$ cat src/hdl/dprp_pkg.sv
// Purpose: Shared constants and types for the dual-port reservation panel
// Assumes: 100 MHz clock, single domain
// Notes: Switch positions are one-hot pins, debounced before use
package dprp_pkg;
  localparam int unsigned CLK_MHZ = 100;
  localparam int unsigned DEBOUNCE_US = 5000;
  localparam int unsigned DEBOUNCE_CYC = DEBOUNCE_US * CLK_MHZ;
  localparam int unsigned SYNC_STAGES = 3;
  localparam logic VARIANT_HOLD = 1'b0;
  localparam logic VARIANT_PRIO = 1'b1;

  typedef enum logic [1:0] {
    DPRP_SW_AUTO,
    DPRP_SW_RES_A,
    DPRP_SW_RES_B
  } dprp_sw_t;

  typedef enum logic [1:0] {
    DPRP_OWN_NONE,
    DPRP_OWN_A,
    DPRP_OWN_B
  } dprp_own_t;

  // Per-port request signals from the adaptor path
  typedef struct packed {
    logic sel_req;
    logic sel_done;
    logic release_req;
    logic prio_claim;
    logic active;
  } dprp_port_req_t;

  // Per-port status back to the adaptor path
  typedef struct packed {
    logic granted;
    logic pending;
    logic peer_holds_drive_status;
    logic peer_has_drive_status;
  } dprp_port_sts_t;
endpackage

$ cat src/hdl/dprp_debounce.sv
// Purpose: Three-flop synchroniser and stability filter for one pin
// Assumes: Pin is asynchronous to clk_i
// Notes: Output changes only after the pin holds steady for CNT_CYC cycles
`timescale 1ns/1ps
module dprp_debounce import dprp_pkg::*; #(
  parameter int unsigned CNT_CYC = DEBOUNCE_CYC
) (
  input wire logic clk_i, // System clock
  input wire logic rst_n_i, // Synchronous reset, active low
  input wire logic pin_i, // Raw pin level
  input wire logic rst_val_i, // Level taken while in reset (constant tie)
  output logic level_o // Filtered level
);
  localparam int unsigned CW = $clog2(CNT_CYC + 1);
  logic [SYNC_STAGES-1:0] sync_ff;
  logic [CW-1:0] cnt_ff;
  logic level_ff;

  // Stage 1 feeds only stage 2; stages 2 and 3 are compared
  always_ff @(posedge clk_i) begin
    if (!rst_n_i) begin
      sync_ff <= '0;
    end else begin
      sync_ff <= {sync_ff[SYNC_STAGES-2:0], pin_i};
    end
  end

  // Count steady cycles of an agreed level that differs from the output
  always_ff @(posedge clk_i) begin
    if (!rst_n_i) begin
      cnt_ff <= '0;
      level_ff <= rst_val_i;
    end else if ((sync_ff[1] == sync_ff[2]) && (sync_ff[2] != level_ff)) begin
      if (cnt_ff >= CW'(CNT_CYC - 1)) begin
        cnt_ff <= '0;
        level_ff <= sync_ff[2];
      end else begin
        cnt_ff <= cnt_ff + CW'(1);
      end
    end else begin
      cnt_ff <= '0;
    end
  end

  assign level_o = level_ff;
endmodule

$ cat src/hdl/dprp_panel.sv
// Purpose: Reservation override and panel indicators of a dual-port adaptor
// Assumes: Port request inputs come from logic on clk_i; switch pins are raw
// Notes: Ownership is one of none, A, B; the manual switch overrides it
`timescale 1ns/1ps
module dprp_panel import dprp_pkg::*; #(
  parameter int unsigned DEB_CYC = DEBOUNCE_CYC, // Switch filter length
  parameter logic VARIANT = VARIANT_HOLD // Cable variant
) (
  input wire logic clk_i, // System clock, 100 MHz
  input wire logic rst_n_i, // Synchronous reset, active low
  input wire logic sw_res_a_i, // Switch contact for reserve A, raw pin
  input wire logic sw_res_b_i, // Switch contact for reserve B, raw pin
  input wire dprp_port_req_t req_a_i, // Port A requests
  input wire dprp_port_req_t req_b_i, // Port B requests
  output dprp_port_sts_t sts_a_o, // Port A status
  output dprp_port_sts_t sts_b_o, // Port B status
  output dprp_own_t owner_o, // Current drive owner
  output logic forced_o, // Manual override in effect
  output logic lamp_res_a_o, // Port A reserve lamp
  output logic lamp_res_b_o, // Port B reserve lamp
  output logic lamp_act_a_o, // Port A activity lamp
  output logic lamp_act_b_o // Port B activity lamp
);
  logic deb_a, deb_b;
  dprp_sw_t sw_pos;
  dprp_own_t own_ff, nxt_own;
  logic win_b_ff; // Pending winner: 0 means A, 1 means B
  logic busy_ff; // A selection attempt is in flight
  logic last_b_ff; // Alternating tie-break
  logic frc_int_ff; // Switch forced, in step with own_ff
  dprp_port_sts_t sts_a_ff, sts_b_ff;
  logic res_a_ff, res_b_ff, act_a_ff, act_b_ff, forced_ff;
  dprp_own_t owner_ff;

  dprp_debounce #(.CNT_CYC(DEB_CYC)) u_deb_a (
    .clk_i(clk_i),
    .rst_n_i(rst_n_i),
    .pin_i(sw_res_a_i),
    .rst_val_i(1'b0),
    .level_o(deb_a)
  );
  dprp_debounce #(.CNT_CYC(DEB_CYC)) u_deb_b (
    .clk_i(clk_i),
    .rst_n_i(rst_n_i),
    .pin_i(sw_res_b_i),
    .rst_val_i(1'b0),
    .level_o(deb_b)
  );

  // Both contacts closed is a broken switch; treat it as automatic
  always_comb begin
    if (deb_a && !deb_b) begin
      sw_pos = DPRP_SW_RES_A;
    end else if (deb_b && !deb_a) begin
      sw_pos = DPRP_SW_RES_B;
    end else begin
      sw_pos = DPRP_SW_AUTO;
    end
  end

  // Release test depends on cable variant
  function automatic logic port_release(input dprp_port_req_t r);
    if (VARIANT == VARIANT_HOLD) begin
      port_release = r.release_req;
    end else begin
      port_release = !r.sel_req && !r.prio_claim;
    end
  endfunction

  // Ownership next state
  // Release acts on the level only while a port owns; from none a finished selection still takes the drive
  always_comb begin
    nxt_own = own_ff;
    case (sw_pos)
      DPRP_SW_RES_A: nxt_own = DPRP_OWN_A;
      DPRP_SW_RES_B: nxt_own = DPRP_OWN_B;
      DPRP_SW_AUTO: begin
        case (own_ff)
          DPRP_OWN_NONE: begin
            if (busy_ff && !win_b_ff && req_a_i.sel_done) begin
              nxt_own = DPRP_OWN_A;
            end else if (busy_ff && win_b_ff && req_b_i.sel_done) begin
              nxt_own = DPRP_OWN_B;
            end
          end
          DPRP_OWN_A: begin
            if (port_release(req_a_i)) begin
              nxt_own = DPRP_OWN_NONE;
            end else if (VARIANT == VARIANT_HOLD && req_b_i.release_req) begin
              nxt_own = DPRP_OWN_NONE;
            end else if (VARIANT == VARIANT_PRIO && req_b_i.prio_claim && !req_a_i.prio_claim) begin
              nxt_own = DPRP_OWN_B;
            end
          end
          DPRP_OWN_B: begin
            if (port_release(req_b_i)) begin
              nxt_own = DPRP_OWN_NONE;
            end else if (VARIANT == VARIANT_HOLD && req_a_i.release_req) begin
              nxt_own = DPRP_OWN_NONE;
            end else if (VARIANT == VARIANT_PRIO && req_a_i.prio_claim && !req_b_i.prio_claim) begin
              nxt_own = DPRP_OWN_A;
            end
          end
          default: nxt_own = DPRP_OWN_NONE;
        endcase
      end
      default: nxt_own = DPRP_OWN_NONE;
    endcase
  end

  always_ff @(posedge clk_i) begin
    if (!rst_n_i) begin
      own_ff <= DPRP_OWN_NONE;
    end else begin
      own_ff <= nxt_own;
    end
  end

  // Forced flag registered beside own_ff, so forced_o and owner_o change on one edge
  always_ff @(posedge clk_i) begin
    if (!rst_n_i) begin
      frc_int_ff <= 1'b0;
    end else begin
      frc_int_ff <= (sw_pos != DPRP_SW_AUTO);
    end
  end

  // tie-break and hold loser
  // A winner that drops its select frees the arbiter; one that stalls holding its select blocks the other
  always_ff @(posedge clk_i) begin
    if (!rst_n_i) begin
      busy_ff <= 1'b0;
      win_b_ff <= 1'b0;
      last_b_ff <= 1'b0;
    end else if (sw_pos != DPRP_SW_AUTO || own_ff != DPRP_OWN_NONE) begin
      busy_ff <= 1'b0;
    end else if (!busy_ff) begin
      if (req_a_i.sel_req && req_b_i.sel_req) begin
        busy_ff <= 1'b1;
        win_b_ff <= !last_b_ff; // Alternate so neither port starves
        last_b_ff <= !last_b_ff;
      end else if (req_a_i.sel_req || req_b_i.sel_req) begin
        busy_ff <= 1'b1;
        win_b_ff <= req_b_i.sel_req;
        last_b_ff <= req_b_i.sel_req;
      end
    end else if ((win_b_ff ? !req_b_i.sel_req : !req_a_i.sel_req)) begin
      busy_ff <= 1'b0; // Winner dropped without completing
    end
  end

  // Port status; granted follows ownership, pending marks the held loser
  always_ff @(posedge clk_i) begin
    if (!rst_n_i) begin
      sts_a_ff <= '0;
      sts_b_ff <= '0;
    end else begin
      sts_a_ff.granted <= (own_ff == DPRP_OWN_A);
      sts_b_ff.granted <= (own_ff == DPRP_OWN_B);
      sts_a_ff.pending <= req_a_i.sel_req && busy_ff && win_b_ff;
      sts_b_ff.pending <= req_b_i.sel_req && busy_ff && !win_b_ff;
      sts_a_ff.peer_holds_drive_status <= (VARIANT == VARIANT_HOLD) && req_a_i.sel_req && (own_ff == DPRP_OWN_B);
      sts_b_ff.peer_holds_drive_status <= (VARIANT == VARIANT_HOLD) && req_b_i.sel_req && (own_ff == DPRP_OWN_A);
      sts_a_ff.peer_has_drive_status <= (VARIANT == VARIANT_PRIO) && (own_ff == DPRP_OWN_B);
      sts_b_ff.peer_has_drive_status <= (VARIANT == VARIANT_PRIO) && (own_ff == DPRP_OWN_A);
    end
  end

  // Panel lamps and mode outputs, all registered
  always_ff @(posedge clk_i) begin
    if (!rst_n_i) begin
      res_a_ff <= 1'b0;
      res_b_ff <= 1'b0;
      act_a_ff <= 1'b0;
      act_b_ff <= 1'b0;
      forced_ff <= 1'b0;
      owner_ff <= DPRP_OWN_NONE;
    end else begin
      res_a_ff <= (req_a_i.sel_req && own_ff != DPRP_OWN_B) || own_ff == DPRP_OWN_A;
      res_b_ff <= (req_b_i.sel_req && own_ff != DPRP_OWN_A) || own_ff == DPRP_OWN_B;
      act_a_ff <= req_a_i.active && own_ff == DPRP_OWN_A;
      act_b_ff <= req_b_i.active && own_ff == DPRP_OWN_B;
      forced_ff <= frc_int_ff;
      owner_ff <= own_ff;
    end
  end

  assign sts_a_o = sts_a_ff;
  assign sts_b_o = sts_b_ff;
  assign owner_o = owner_ff;
  assign forced_o = forced_ff;
  assign lamp_res_a_o = res_a_ff;
  assign lamp_res_b_o = res_b_ff;
  assign lamp_act_a_o = act_a_ff;
  assign lamp_act_b_o = act_b_ff;
endmodule

$ cat config.mk
export PLATFORM = sky130hd
export DESIGN_NAME = dprp_panel
export DESIGN_NICKNAME = d
export VERILOG_FILES = /design/src/hdl/dprp_pkg.sv /design/src/hdl/dprp_debounce.sv /design/src/hdl/dprp_panel.sv
export SDC_FILE = /design/constraint.sdc
export NUM_CORES = 1
export LEC_CHECK = 0
export BUFFER_PORTS_ARGS = -buffer_cell sky130_fd_sc_hd__buf_2
export CORE_UTILIZATION = 57
export DETAILED_ROUTE_END_ITERATION = 16
export GPL_TIMING_DRIVEN = 0
export PLACE_DENSITY = 0.88
export SLEW_MARGIN = 20
export SYNTH_ARGS = -nofsm -noshare
export SYNTH_HDL_FRONTEND = slang
export SYNTH_SLANG_ARGS = --single-unit
$ cat constraint.sdc
create_clock -name clk_i -period 2.15 [get_ports clk_i]
set_input_delay 0.215 -clock clk_i [delete_from_list [all_inputs] [get_ports clk_i]]
set_output_delay 0.215 -clock clk_i [all_outputs]
set_load 0.01 [all_outputs]
After elaboration in Yosys (flattened, before gate mapping)
Cells that the tools add are included.
{"block": "word_totals", "register_bits": 66, "latchBits": 0, "mem_bits_rw": 0, "mem_bits_ro": 0, "word_cells": 107, "memories": 0}
{"block": "op_classes", "addsub": 2, "n_mul": 0, "div_mod_pow": 0, "magnitude_cmp": 2, "eq_ne": 13, "shift": 0, "mux": 21, "n_bitwise": 5, "n_reduce_logical": 40}
{"cell": "adder 19 x 1 -> 19 bit (second input constant)", "count": 2}
{"cell": "greater-or-equal comparator 19 bit (second input constant)", "count": 2}
{"cell": "logical AND 1 bit", "count": 19}
{"cell": "2-to-1 mux 2 bit", "count": 8}
{"cell": "inequality test 4 bit (second input constant)", "count": 3}
{"cell": "case mux 2 bit (3 select lines)", "count": 2}
{"cell": "2-to-1 mux 1 bit", "count": 11}
{"cell": "AND reduction 3 bit", "count": 2}
{"cell": "nonzero test 2 bit", "count": 3}
{"cell": "OR reduction 3 bit", "count": 2}
{"cell": "logical NOT 1 bit", "count": 5}
{"cell": "NOT 1 bit", "count": 5}
{"cell": "equality test 2 x 1 -> 1 bit (second input constant)", "count": 2}
{"cell": "equality test 2 bit (second input constant)", "count": 2}
{"cell": "logical NOT 2 bit", "count": 2}
{"cell": "logical OR 1 bit", "count": 4}
{"cell": "AND reduction 2 bit", "count": 2}
{"cell": "equality test 1 bit", "count": 2}
{"cell": "inequality test 1 bit", "count": 2}
{"cell": "inequality test 2 x 1 -> 1 bit (second input constant)", "count": 1}
{"cell": "inequality test 2 bit (second input constant)", "count": 1}
{"cell": "OR reduction 2 bit", "count": 1}

Logic depth before layout (Yosys ltp)
Gate-level depths: netlist (run 1).
{"block": "logic_depth", "word_depth": 9, "depth_mapped": 9}

Hierarchy
Synthesis (run 1) repeated with hierarchy kept, for this count alone.
{"block": "hier_totals", "cells_unflattened": 312, "area_unflattened_um2": 3099.2}
{"mod": "dprp_debounce", "n_inst": 2, "cells_each": 118, "area_each_um2": 1181.1, "seq_area_each_um2": 470.5}
{"mod": "dprp_panel", "n_inst": 1, "cells_each": 76, "area_each_um2": 737.0, "seq_area_each_um2": 360.3}

Worst setup path before layout (run 1)
No wires, ideal clock.
{"block": "synth_path", "path_kind": "register -> register", "from": "register u_deb_a.cnt_ff[9]", "to": "register u_deb_a.cnt_ff[5]", "setup_ps": 64, "t_arrival_ps": 1849, "required_time_ps": 2086, "slack_ps": 237, "stages_incl_launch_ff": 7, "cell_sequence": "dfxtp_1 -> or4_1 -> o311a_1 -> a211oi_2 -> nand3_4 -> buf_6 -> nor2_1"}
{"block": "synth_between", "elab_chain_cells": 2}
{"element": "from (decl)", "line_no": "dprp_debounce.sv:16", "rtl": "logic [CW-1:0] cnt_ff;"}
{"element": "from (signal assigned)", "line_no": "dprp_debounce.sv:38", "rtl": "cnt_ff <= cnt_ff + CW'(1);"}
{"element": "greater-or-equal comparator 19 bit", "line_no": "dprp_debounce.sv:34", "rtl": "if (cnt_ff >= CW'(CNT_CYC - 1)) begin"}
{"element": "OR reduction 3 bit (no line)"}
No other way between the ends.
A chain may end at the register's enable or synchronous reset.

Worst setup path after layout (run 1)
{"block": "layout_path", "from": "register u_deb_a.cnt_ff[9]", "to": "register u_deb_a.cnt_ff[9]"}
{"block": "layout_between", "elab_chain_cells": 2, "elab_cells_between_ends": 3, "classes_between": "add/sub (1); order compare (1); reduce/logical (1)"}
{"element": "greater-or-equal comparator 19 bit", "line_no": "dprp_debounce.sv:34"}
{"element": "OR reduction 3 bit (no line)"}
Several ways; a longest one is shown, not always the timed one.

==> reports/metrics.json, run 1 <==
{
  "outcome": {
    "status": "finished, final reports clean"
  },
  "power": {
    "vdd.ir_drop.worst_v": 0.000487,
    "power_switching_mw": 0.696,
    "intPower_mw": 1.94,
    "comb_power_share_pct": 12.3,
    "share_seq_of_total_power_pct": 49.6,
    "power.density_mw_per_mm2": 851,
    "share_of_power_burned_in_the_clock_network_pct": 38.1,
    "sw_frac_of_total_pct": 26.4,
    "leakage_nw": 1.23
  },
  "sta": {
    "peak_freq_mhz": 487,
    "final.min_clock_period_ns": 2.05,
    "final.setup.worst_slack_ns": 0.0958,
    "unrepaired_setup_endpoints_after_global_routing": "false",
    "timing_hold_violations_final": 0,
    "tns_ns": 0,
    "count_of_endpoints_failing_setup_in_the_final_report": 0,
    "final-max-slew-violation-count": 0,
    "post-route-period-util_pct": 95.5,
    "finClkSkew_ns": 0.00848
  },
  "clock_network": {
    "h_tree_levels": 3,
    "postCtsHoldBufs": 0,
    "numCtsBuffers": 9,
    "tritoncts_num_sinks": 64,
    "cts_tree": "done",
    "clk_path_buf_depth": 2,
    "clkSlewWorstSetupHoldPaths_ns": 0.07,
    "cts-root-buf": "sky130_fd_sc_hd__clkbuf_8",
    "clkLatencyLatePin_ns": 0.34
  },
  "synth": {
    "yosys_warnings": 0,
    "synth_top_area_share_pct": 48.1,
    "synth_top_flop_cell": "sky130_fd_sc_hd__dfxtp_1",
    "yosysMostFrequentCell": "sky130_fd_sc_hd__dfxtp_1",
    "edff_count_synth": 0,
    "synth_area_leaders": "sky130_fd_sc_hd__dfxtp_1, sky130_fd_sc_hd__xor2_1, sky130_fd_sc_hd__nor2_1",
    "synth-seq-cells": 64,
    "syn_avg_cell_area_um2": 9.24,
    "synth.cells.most_frequent": "sky130_fd_sc_hd__dfxtp_1, sky130_fd_sc_hd__nor2_1, sky130_fd_sc_hd__xor2_1",
    "synthesis.area_mm2": 0.00266,
    "synth_cell_types": 39,
    "netlist_instances": 288,
    "yosys.area.top_type": "sky130_fd_sc_hd__dfxtp_1",
    "synthArstFlopShare_pct": 0,
    "synth_sequential_area_ratio_pct": 48.1
  },
  "worst_setup_path": {
    "timing.critical_path.arrival_ns": 2.33,
    "critPathRequiredTime_ns": 2.42,
    "worst_path_largest_cell_delay_ns": 0.55,
    "cp_max_fo": 10,
    "critical_path.startpoint_type": "flop",
    "path_cells": "or4_1 -> o311a_1 -> a211oi_4 -> nand3_4 -> buf_6 -> nor2_1",
    "critPathSlowestCell": "sky130_fd_sc_hd__or4_1",
    "crit_type": "flop to flop",
    "rr_endpoint": "u_deb_a.cnt_ff[9]$_SDFF_PP0_",
    "critPathCaptureType": "flop",
    "crit-reg2reg-launch": "u_deb_a.cnt_ff[9]$_SDFF_PP0_",
    "r2r.worst_path.cells": 6,
    "slack_of_the_worst_reg_to_reg_path_ns": 0.1
  },
  "global_route": {
    "grt_pass1_wl_um": 8110,
    "globalRoute.totalOverflow": 0,
    "first_global_vias": 1929,
    "grt_max_degree": 13,
    "grt_antenna_before_repair": 0,
    "grt_util_all_layers_pct": 20.9
  },
  "placed_design": {
    "place.detailed.hpwl_um": 3090,
    "post-place-ws_ns": 0.0144,
    "place.port_buffers": 24,
    "gpl.final_weighted_congestion": 0.819
  },
  "finish": {
    "design.final.nets": 345,
    "final_layout_size_suffix_gt1_share_pct": 16.3,
    "insertedDiodeCount": 0,
    "syn_to_final_growth_pct": 16.3,
    "final_core_utilization_pct": 70.1,
    "nFillCells": 332
  },
  "worst_hold_path": {
    "whs_endpoint": "u_deb_a.sync_ff[0]$_SDFF_PN0_",
    "hold_path_depth": 2,
    "min-delay-path-class": "input pin to flop",
    "holdCritStartpoint": "sw_res_a_i"
  },
  "floorplan": {
    "horizontal_extent_of_the_die_um": 70.3,
    "die_area_mm2": 0.00495,
    "initial_utilization_pct": 60.3,
    "num_rows": 24,
    "design.core.area_mm2": 0.00441,
    "dieHeight_um": 70.3,
    "ioPinCount": 29
  },
  "routing": {
    "drtPass1Iterations": 4,
    "first_iter_violations": 116,
    "final_antenna_net_count": 0,
    "via_count": 2037,
    "routed_wire_length_per_instance_um": 12.0,
    "detail_route.drc_violations": 0,
    "totalWireLength_um": 4620,
    "drt-vias-per-instance": 5.30
  },
  "job": {
    "maxCapViolations": 0
  }
}
==> per-stage QoR <==
stage	instances	hold slack (ns)	power (mW)	cell area, µm²
floorplan	289	0.337	1.55	2670
global placement	365	0.415	1.63	2850
detailed placement	365	0.427	1.64	2850
CTS	381	0.0617	2.65	3050
global route	384	0.0735	2.76	3090
finish	384	0.0725	2.63	3090
==> what timing repair did <==
action                                  4_1_cts  5_1_grt
cloned                                        0        0
endpoints found under the setup margin        2       21
pin swaps                                     0        2
resized for setup                             1        2
buffers inserted                              0        4
==> worst max path at each step <==
stage	start	to	cells past startpoint
final	u_deb_a.cnt_ff[9]$_SDFF_PP0_	u_deb_a.cnt_ff[9]$_SDFF_PP0_	6
after global routing	u_deb_b.cnt_ff[10]$_SDFF_PP0_	u_deb_b.cnt_ff[16]$_SDFF_PP0_	7
after CTS	u_deb_a.cnt_ff[9]$_SDFF_PP0_	u_deb_a.cnt_ff[9]$_SDFF_PP0_	6
after detailed placement	u_deb_a.cnt_ff[9]$_SDFF_PP0_	u_deb_a.cnt_ff[10]$_SDFF_PP0_	6
after global placement	u_deb_a.cnt_ff[9]$_SDFF_PP0_	u_deb_a.cnt_ff[18]$_SDFF_PP0_	6
after floorplan	u_deb_a.cnt_ff[9]$_SDFF_PP0_	u_deb_a.cnt_ff[5]$_SDFF_PP0_	6
==> power groups by stage <==
| stage | sequential (mW) | combinational (mW) | clock, mW |
|---|---|---|---|
| after floorplan | 1.34 | 0.207 | 0 |
| after global placement | 1.33 | 0.302 | 0 |
| after detailed placement | 1.33 | 0.313 | 0 |
| after CTS | 1.30 | 0.324 | 1.03 |
| after global routing | 1.31 | 0.360 | 1.08 |
| final | 1.31 | 0.325 | 1.00 |
==> logic make-up (layout without fill, tap and decap cells) <==
kind of cell,count (synthesis),after routing,share of synthesized area (%)
AOI/OAI and AO/OA,28,28,7.29
xor gates and xnor gates,32,32,10.5
adders and majority gates,5,5,2.26
buffers and inverters,13,56,2.44
DFF,64,64,48.1
muxes,5,5,1.97
other,1,2,0.141
and+or+nand+nor,140,140,27.2
==> sequential cells by signal (all words and copies together), names as in the netlist <==
register         cells
u_deb_a.cnt_ff      19
u_deb_b.cnt_ff      19
sts_a_o              3
sts_b_o              3
u_deb_a.sync_ff      3
u_deb_b.sync_ff      3
own_ff               2
owner_o              2
busy_ff              1
forced_o             1
frc_int_ff           1
lamp_act_a_o         1
lamp_act_b_o         1
lamp_res_a_o         1
lamp_res_b_o         1
last_b_ff            1
u_deb_a.level_o      1
u_deb_b.level_o      1
==> metal layers <==
layer	up-vias	track usage, %	share of wire (%)
met3	8	8.23	3.7
li1	1058	-	-
met4	0	7.78	1.1
met1	945	23.5	45
met5	-	0	0
met2	26	35.4	50
==> area by class of cell <==
class                      count  area, µm²  area share, %
tap                           52       65.1           2.10
timing repair buffer          28        163           5.26
sequential                    64       1280           41.4
inverter                       5       18.8          0.607
clock buffer                   9        124           4.00
buffer                         7       42.5           1.37
multi-input combinational    212       1330           42.9
clock inverter                 7       72.6           2.35
==> critical path, delay by kind of cell, from the launching register on <==
family | cells | cell delay, ns
simple gates | 3 | 0.82
compound gates | 2 | 0.64
flops | 1 | 0.35
buf+inv | 1 | 0.17
==> cell usage in the layout (no fill, tap or decap), types with 3 or more instances in the layout <==
cell,instances
sky130_fd_sc_hd__buf_2,25
sky130_fd_sc_hd__dfxtp_1,64
sky130_fd_sc_hd__nand4_1,5
sky130_fd_sc_hd__buf_4,5
sky130_fd_sc_hd__ha_1,4
sky130_fd_sc_hd__mux2i_1,3
sky130_fd_sc_hd__nor2b_1,4
sky130_fd_sc_hd__clkbuf_8,9
sky130_fd_sc_hd__nand2b_1,4
sky130_fd_sc_hd__and4_1,7
sky130_fd_sc_hd__nand2_1,20
sky130_fd_sc_hd__clkbuf_1,3
sky130_fd_sc_hd__o21ai_0,9
sky130_fd_sc_hd__xor2_1,22
sky130_fd_sc_hd__and2_1,16
sky130_fd_sc_hd__nor2_1,50
sky130_fd_sc_hd__inv_1,5
sky130_fd_sc_hd__and3_1,10
sky130_fd_sc_hd__a21oi_1,6
sky130_fd_sc_hd__xnor2_1,10
sky130_fd_sc_hd__nand3_1,15
No activity file was read; power rests on OpenSTA's default activity.
==> run 2: changes to the inputs <==
--- a/config.mk
+++ b/config.mk
@@ -6,10 +6,10 @@
 export NUM_CORES = 1
 export LEC_CHECK = 0
 export BUFFER_PORTS_ARGS = -buffer_cell sky130_fd_sc_hd__buf_2
-export CORE_UTILIZATION = 57
+export CORE_UTILIZATION = 60
 export DETAILED_ROUTE_END_ITERATION = 16
 export GPL_TIMING_DRIVEN = 0
-export PLACE_DENSITY = 0.88
+export PLACE_DENSITY = 0.91
 export SLEW_MARGIN = 20
 export SYNTH_ARGS = -nofsm -noshare
 export SYNTH_HDL_FRONTEND = slang
==> constraint.sdc (replaced) <==
create_clock -name clk_i -period 2.6 [get_ports clk_i]
set_input_delay 0.26 -clock clk_i [delete_from_list [all_inputs] [get_ports clk_i]]
set_output_delay 0.26 -clock clk_i [all_outputs]
set_load 0.01 [all_outputs]
==> run 2 against run 1 <==
Against the previous run: first-iteration DRC count is 35% lower; combinational power down 20%; total power down 17%; cell count is 1.3% lower; largest cell class unchanged; critical endpoint is now u_deb_b.cnt_ff[14]$_SDFF_PP0_.
==> reports/metrics.json, run 2 (synthesis results as in run 1) <==
{
  "floorplan": {
    "initial_utilization_pct": 64.7,
    "num_rows": 23,
    "ioPinCount": 29,
    "horizontal_extent_of_the_die_um": 68.6,
    "design.core.area_mm2": 0.00412,
    "die_area_mm2": 0.00471,
    "dieHeight_um": 68.6
  },
  "global_route": {
    "grt_util_all_layers_pct": 22.2,
    "first_global_vias": 1859,
    "grt_max_degree": 11,
    "grt_pass1_wl_um": 7580,
    "grt_antenna_before_repair": 0,
    "globalRoute.totalOverflow": 0
  },
  "routing": {
    "via_count": 2027,
    "final_antenna_net_count": 0,
    "detail_route.drc_violations": 0,
    "drtPass1Iterations": 4,
    "totalWireLength_um": 4540,
    "routed_wire_length_per_instance_um": 12.0,
    "first_iter_violations": 75,
    "drt-vias-per-instance": 5.35
  },
  "clock_network": {
    "h_tree_levels": 3,
    "clkSlewWorstSetupHoldPaths_ns": 0.06,
    "post-cts-setup-buffers": 0,
    "ctsResizeCount": 0,
    "cts_tree": "done",
    "clk_path_buf_depth": 2,
    "postCtsHoldBufs": 0,
    "cts-root-buf": "sky130_fd_sc_hd__clkbuf_8",
    "numCtsBuffers": 9,
    "clkLatencyLatePin_ns": 0.33,
    "tritoncts_num_sinks": 64
  },
  "worst_setup_path": {
    "slack_of_the_worst_reg_to_reg_path_ns": 0.46,
    "cp_max_fo": 10,
    "crit_type": "flop to flop",
    "critPathSlowestCell": "sky130_fd_sc_hd__or4_1",
    "critPathRequiredTime_ns": 2.86,
    "timing.critical_path.arrival_ns": 2.40,
    "critPathCaptureType": "flop",
    "rr_endpoint": "u_deb_b.cnt_ff[14]$_SDFF_PP0_",
    "worst_path_largest_cell_delay_ns": 0.51,
    "critical_path.startpoint_type": "flop",
    "path_cells": "or4_1 -> nor2_1 -> a21oi_1 -> o211ai_1 -> nand3_2 -> buf_2 -> nor2_1",
    "crit-reg2reg-launch": "u_deb_b.cnt_ff[10]$_SDFF_PP0_",
    "critical-path-top-cell-by-count": "sky130_fd_sc_hd__nor2_1",
    "r2r.worst_path.cells": 7
  },
  "sta": {
    "timing_hold_violations_final": 0,
    "peak_freq_mhz": 468,
    "post-route-period-util_pct": 82.1,
    "worst_slew_margin_rel_pct": 63.9,
    "unrepaired_setup_endpoints_after_global_routing": "false",
    "tightestPinTransition_ns": 0.539,
    "final.min_clock_period_ns": 2.14,
    "final-max-slew-violation-count": 0,
    "tns_ns": 0,
    "finClkSkew_ns": 0.00774,
    "count_of_endpoints_failing_setup_in_the_final_report": 0
  },
  "finish": {
    "final_layout_size_suffix_gt1_share_pct": 14.3,
    "fin_cells": 379,
    "syn_to_final_growth_pct": 14.5,
    "layout.cells.most_common_list": "sky130_fd_sc_hd__dfxtp_1, sky130_fd_sc_hd__nor2_1, sky130_fd_sc_hd__buf_2",
    "insertedDiodeCount": 0,
    "design.final.nets": 342,
    "biggestRegsByFlops": "u_deb_a.cnt_ff (19), u_deb_b.cnt_ff (19)",
    "final_core_utilization_pct": 74.0,
    "most_common_cell_after_layout_fill_and_taps_aside": "sky130_fd_sc_hd__dfxtp_1"
  },
  "power": {
    "power_after_layout_mw": 2.17,
    "sw_frac_of_total_pct": 23.9,
    "vdd.ir_drop.worst_v": 0.000602,
    "leakage_nw": 1.21,
    "share_of_power_burned_in_the_clock_network_pct": 38.4,
    "power.density_mw_per_mm2": 713,
    "share_seq_of_total_power_pct": 49.6,
    "power_switching_mw": 0.520,
    "comb_power_share_pct": 12.0,
    "intPower_mw": 1.65
  },
  "job": {
    "maxCapViolations": 0
  },
  "outcome": {
    "status": "finished, final reports clean"
  },
  "placed_design": {
    "place.detailed.hpwl_um": 3290,
    "gpl.final_weighted_congestion": 0.840,
    "total_placed_cells_including_tap_cells": 363,
    "place.port_buffers": 24
  },
  "worst_hold_path": {
    "holdCritStartpoint": "sw_res_a_i",
    "min-delay-path-class": "input pin to flop",
    "whs_endpoint": "u_deb_a.sync_ff[0]$_SDFF_PN0_",
    "hold_path_depth": 2
  }
}
==> run 2: cell count changes in the layout (fill, tap and decap cells not counted), moves of 2 or more <==
| cell | previous run | this run |
|---|---|---|
| sky130_fd_sc_hd__buf_4 | 5 | 2 |
| sky130_fd_sc_hd__clkbuf_1 | 3 | 6 |
| sky130_fd_sc_hd__clkbuf_8 | 9 | 11 |
| sky130_fd_sc_hd__clkinv_4 | 2 | 0 |
| sky130_fd_sc_hd__clkinvlp_4 | 2 | 0 |
==> run 2: per-layer routing <==
metal  routed length, µm  global-route usage, %  share of wire [%]  up-vias
met1                2000                   23.0                 44      933
met2                2330                   39.2                 51       39
met4                  23                   7.81               0.51        0
met3                 187                   9.87                4.1        4
li1                    -                      -                  -     1051
met5                   0                      0                  0        -
==> run 2: cell type report <==
class	count	area, µm²
Fill cell	305	1070
Timing Repair Buffer	24	120
Clock inverter	3	40.0
Clock buffer	13	159
Multi-Input combinational cell	212	1320
Inverter	5	18.8
Tap cell	50	62.6
Sequential cell	64	1280
Buffer	8	46.3
==> run 2: worst max-delay path, delay by kind of cell (launching register included) <==
| kind | cells | cell delay [ns] |
|---|---|---|
| compound gates | 2 | 0.41 |
| buf+inv | 1 | 0.26 |
| flops | 1 | 0.37 |
| simple gates | 4 | 1.02 |
==> run 2: worst max-delay path by stage <==
stage / start / endpoint / slack [ns] / cells after the start
6_report: u_deb_b.cnt_ff[10]$_SDFF_PP0_ / u_deb_b.cnt_ff[14]$_SDFF_PP0_ / 0.46 / 7
5_1_grt: u_deb_b.cnt_ff[10]$_SDFF_PP0_ / u_deb_b.cnt_ff[14]$_SDFF_PP0_ / 0.28 / 7
4_1_cts: u_deb_b.cnt_ff[10]$_SDFF_PP0_ / u_deb_b.cnt_ff[14]$_SDFF_PP0_ / 0.46 / 7
3_5_place_dp: u_deb_b.cnt_ff[10]$_SDFF_PP0_ / u_deb_b.cnt_ff[12]$_SDFF_PP0_ / 0.48 / 7
3_3_place_gp: u_deb_a.cnt_ff[9]$_SDFF_PP0_ / u_deb_a.cnt_ff[10]$_SDFF_PP0_ / 0.54 / 6
2_1_floorplan: u_deb_a.cnt_ff[9]$_SDFF_PP0_ / u_deb_a.cnt_ff[5]$_SDFF_PP0_ / 0.69 / 6
==> run 2: power by group through the flow <==
stage	sequential (mW)	combinational (mW)	clock (mW)
global route	1.09	0.303	0.898
floorplan	1.11	0.172	0
detailed placement	1.10	0.261	0
global placement	1.10	0.250	0
CTS	1.08	0.262	0.850
finish	1.08	0.260	0.834
==> run 2: metrics by stage <==
step / setup slack, ns / hold slack, ns / area (µm²)
6_report: 0.465 / 0.132 / 3050
5_1_grt: 0.280 / 0.116 / 3050
4_1_cts: 0.463 / 0.120 / 3050
3_5_place_dp: 0.478 / 0.421 / 2850
3_3_place_gp: 0.535 / 0.416 / 2850
2_1_floorplan: 0.687 / 0.382 / 2670
==> run 3: changes to the inputs <==
--- a/config.mk
+++ b/config.mk
@@ -6,10 +6,10 @@
 export NUM_CORES = 1
 export LEC_CHECK = 0
 export BUFFER_PORTS_ARGS = -buffer_cell sky130_fd_sc_hd__buf_2
-export CORE_UTILIZATION = 60
+export CORE_UTILIZATION = 57
 export DETAILED_ROUTE_END_ITERATION = 16
 export GPL_TIMING_DRIVEN = 0
-export PLACE_DENSITY = 0.91
+export PLACE_DENSITY = 0.88
 export SLEW_MARGIN = 20
 export SYNTH_ARGS = -nofsm -noshare
 export SYNTH_HDL_FRONTEND = slang
==> constraint.sdc (replaced) <==
create_clock -name clk_i -period 2.2 [get_ports clk_i]
set_input_delay 0.22 -clock clk_i [delete_from_list [all_inputs] [get_ports clk_i]]
set_output_delay 0.22 -clock clk_i [all_outputs]
set_load 0.01 [all_outputs]
==> run 3 against run 2 <==
Against the previous run: first-iteration DRC count is 33% higher; setup slack got worse by 0.36 ns; critical path depth decreased by 1; total power grew 18%; core utilization down 4.4 points; sequential power increased by 19%; sequential cell count unchanged; clock skew shrank 0.00096 ns.
==> reports/metrics.json, run 3 (synthesis results as in run 1) <==
{
  "outcome": {
    "status": "finished, final reports clean"
  },
  "routing": {
    "via_count": 2040,
    "drt-vias-per-instance": 5.33,
    "totalWireLength_um": 4600,
    "final_antenna_net_count": 0,
    "detail_route.drc_violations": 0,
    "routed_wire_length_per_instance_um": 12.0,
    "drtPass1Iterations": 4,
    "first_iter_violations": 100
  },
  "worst_setup_path": {
    "critPathCaptureType": "flop",
    "critical_path.startpoint_type": "flop",
    "critPathRequiredTime_ns": 2.47,
    "slack_of_the_worst_reg_to_reg_path_ns": 0.11,
    "critPathSlowestCell": "sky130_fd_sc_hd__or4_1",
    "path_cells": "or4_1 -> o311a_1 -> a211oi_4 -> nand3_4 -> buf_6 -> nor2_1",
    "critical_path_buf_inv_count": 1,
    "timing.critical_path.arrival_ns": 2.36,
    "cell_type_group_with_the_largest_total_delay_on_the_critical_path": "simple AND/OR/NAND/NOR gates",
    "crit_type": "flop to flop",
    "worst_path_largest_cell_delay_ns": 0.55,
    "cp_max_fo": 10
  },
  "clock_network": {
    "clkSlewWorstSetupHoldPaths_ns": 0.07,
    "clkLatencyLatePin_ns": 0.34,
    "cts-root-buf": "sky130_fd_sc_hd__clkbuf_8",
    "numCtsBuffers": 9,
    "clk_path_buf_depth": 2,
    "cts_tree": "done",
    "h_tree_levels": 3,
    "tritoncts_num_sinks": 64
  },
  "power": {
    "vdd.ir_drop.worst_v": 0.000475,
    "power_after_layout_mw": 2.57,
    "power.density_mw_per_mm2": 836,
    "leakage_nw": 1.22
  },
  "sta": {
    "final.setup.worst_slack_ns": 0.110,
    "timing_hold_violations_final": 0,
    "final.min_clock_period_ns": 2.09,
    "peak_freq_mhz": 478,
    "count_of_endpoints_failing_setup_in_the_final_report": 0,
    "unrepaired_setup_endpoints_after_global_routing": "false",
    "tns_ns": 0,
    "finClkSkew_ns": 0.00678,
    "post-route-period-util_pct": 95.0,
    "final-max-slew-violation-count": 0
  },
  "worst_hold_path": {
    "min-delay-path-class": "input pin to flop"
  },
  "global_route": {
    "grt_use_met2_pct": 35.2,
    "global_route.peak_usage_layer": "met2",
    "first_global_vias": 1935,
    "grt_max_degree": 13,
    "grt_pass1_wl_um": 8120,
    "grt.met3_usage_pct": 8.37,
    "grt_use_met1_pct": 23.4,
    "grt_antenna_before_repair": 0,
    "globalRoute.totalOverflow": 0,
    "grt_util_all_layers_pct": 20.9
  },
  "finish": {
    "design.final.nets": 344,
    "nFillCells": 337,
    "final_core_utilization_pct": 69.6,
    "syn_to_final_growth_pct": 15.5,
    "layout.cells.most_common_list": "sky130_fd_sc_hd__dfxtp_1, sky130_fd_sc_hd__nor2_1, sky130_fd_sc_hd__buf_2",
    "finish.instance_area_mm2": 0.00307,
    "biggestRegsByFlops": "u_deb_a.cnt_ff (19), u_deb_b.cnt_ff (19)",
    "insertedDiodeCount": 0,
    "final_layout_size_suffix_gt1_share_pct": 16.0,
    "most_common_cell_after_layout_fill_and_taps_aside": "sky130_fd_sc_hd__dfxtp_1"
  },
  "placed_design": {
    "placement.cell_area_mm2": 0.00285,
    "gpl.final_weighted_congestion": 0.819,
    "place.detailed.hpwl_um": 3090,
    "place.port_buffers": 24,
    "post-place-ws_ns": 0.0644
  },
  "floorplan": {
    "num_rows": 24,
    "design.core.area_mm2": 0.00441,
    "die_area_mm2": 0.00495,
    "dieHeight_um": 70.3,
    "horizontal_extent_of_the_die_um": 70.3,
    "initial_utilization_pct": 60.3,
    "ioPinCount": 29
  },
  "job": {
    "maxCapViolations": 0
  }
}
==> run 3: cell count changes in the layout (fill, tap and decap cells not counted), sizes merged <==
cell / change
clkinvlp: +2
clkinv: +2
buf: +3
clkbuf: -5
==> run 3: timing repair <==
action	CTS	global route
resized for setup	0	2
hold buffers	0	0
endpoints found under the hold margin	0	0
setup buffers	0	3
setup endpoints to repair	0	21
==> run 3: worst paths after layout <==
check                                     start                       endpoint  depth (start not counted)
hold / removal                       sw_res_a_i  u_deb_a.sync_ff[0]$_SDFF_PN0_                          2
hold reg to reg   u_deb_a.sync_ff[0]$_SDFF_PN0_  u_deb_a.sync_ff[1]$_SDFF_PN0_                          1
setup / recovery   u_deb_a.cnt_ff[9]$_SDFF_PP0_   u_deb_a.cnt_ff[9]$_SDFF_PP0_                          6
setup reg to reg   u_deb_a.cnt_ff[9]$_SDFF_PP0_   u_deb_a.cnt_ff[9]$_SDFF_PP0_                          6
==> run 3: metrics by stage <==
step / hold slack (ns) / std cells
after floorplan: 0.342 / 289
after global placement: 0.415 / 365
after detailed placement: 0.428 / 365
after CTS: 0.0667 / 381
after global routing: 0.0785 / 383
final: 0.0799 / 383
==> run 3: final cells by class <==
class                           instances  area, µm²  area share (%)
Timing Repair Buffer                   27        143            4.64
Multi-Input combinational cell        212       1330            43.2
Tap cell                               52       65.1            2.12
Inverter                                5       18.8           0.611
Sequential cell                        64       1280            41.7
Clock buffer                            9        124            4.03
Clock inverter                          7       72.6            2.36
Buffer                                  7       42.5            1.38
==> run 3: power by group <==
group | total, mW | switching [mW] | internal, mW
Sequential | 1.28 | 0.0463 | 1.23
Combinational | 0.317 | 0.175 | 0.141
Clock | 0.978 | 0.457 | 0.521
==> run 3: metal layers <==
layer	vias up	wire, µm
li1	1056	-
met1	946	2070
met2	30	2290
met3	8	186
met4	0	52
met5	-	0
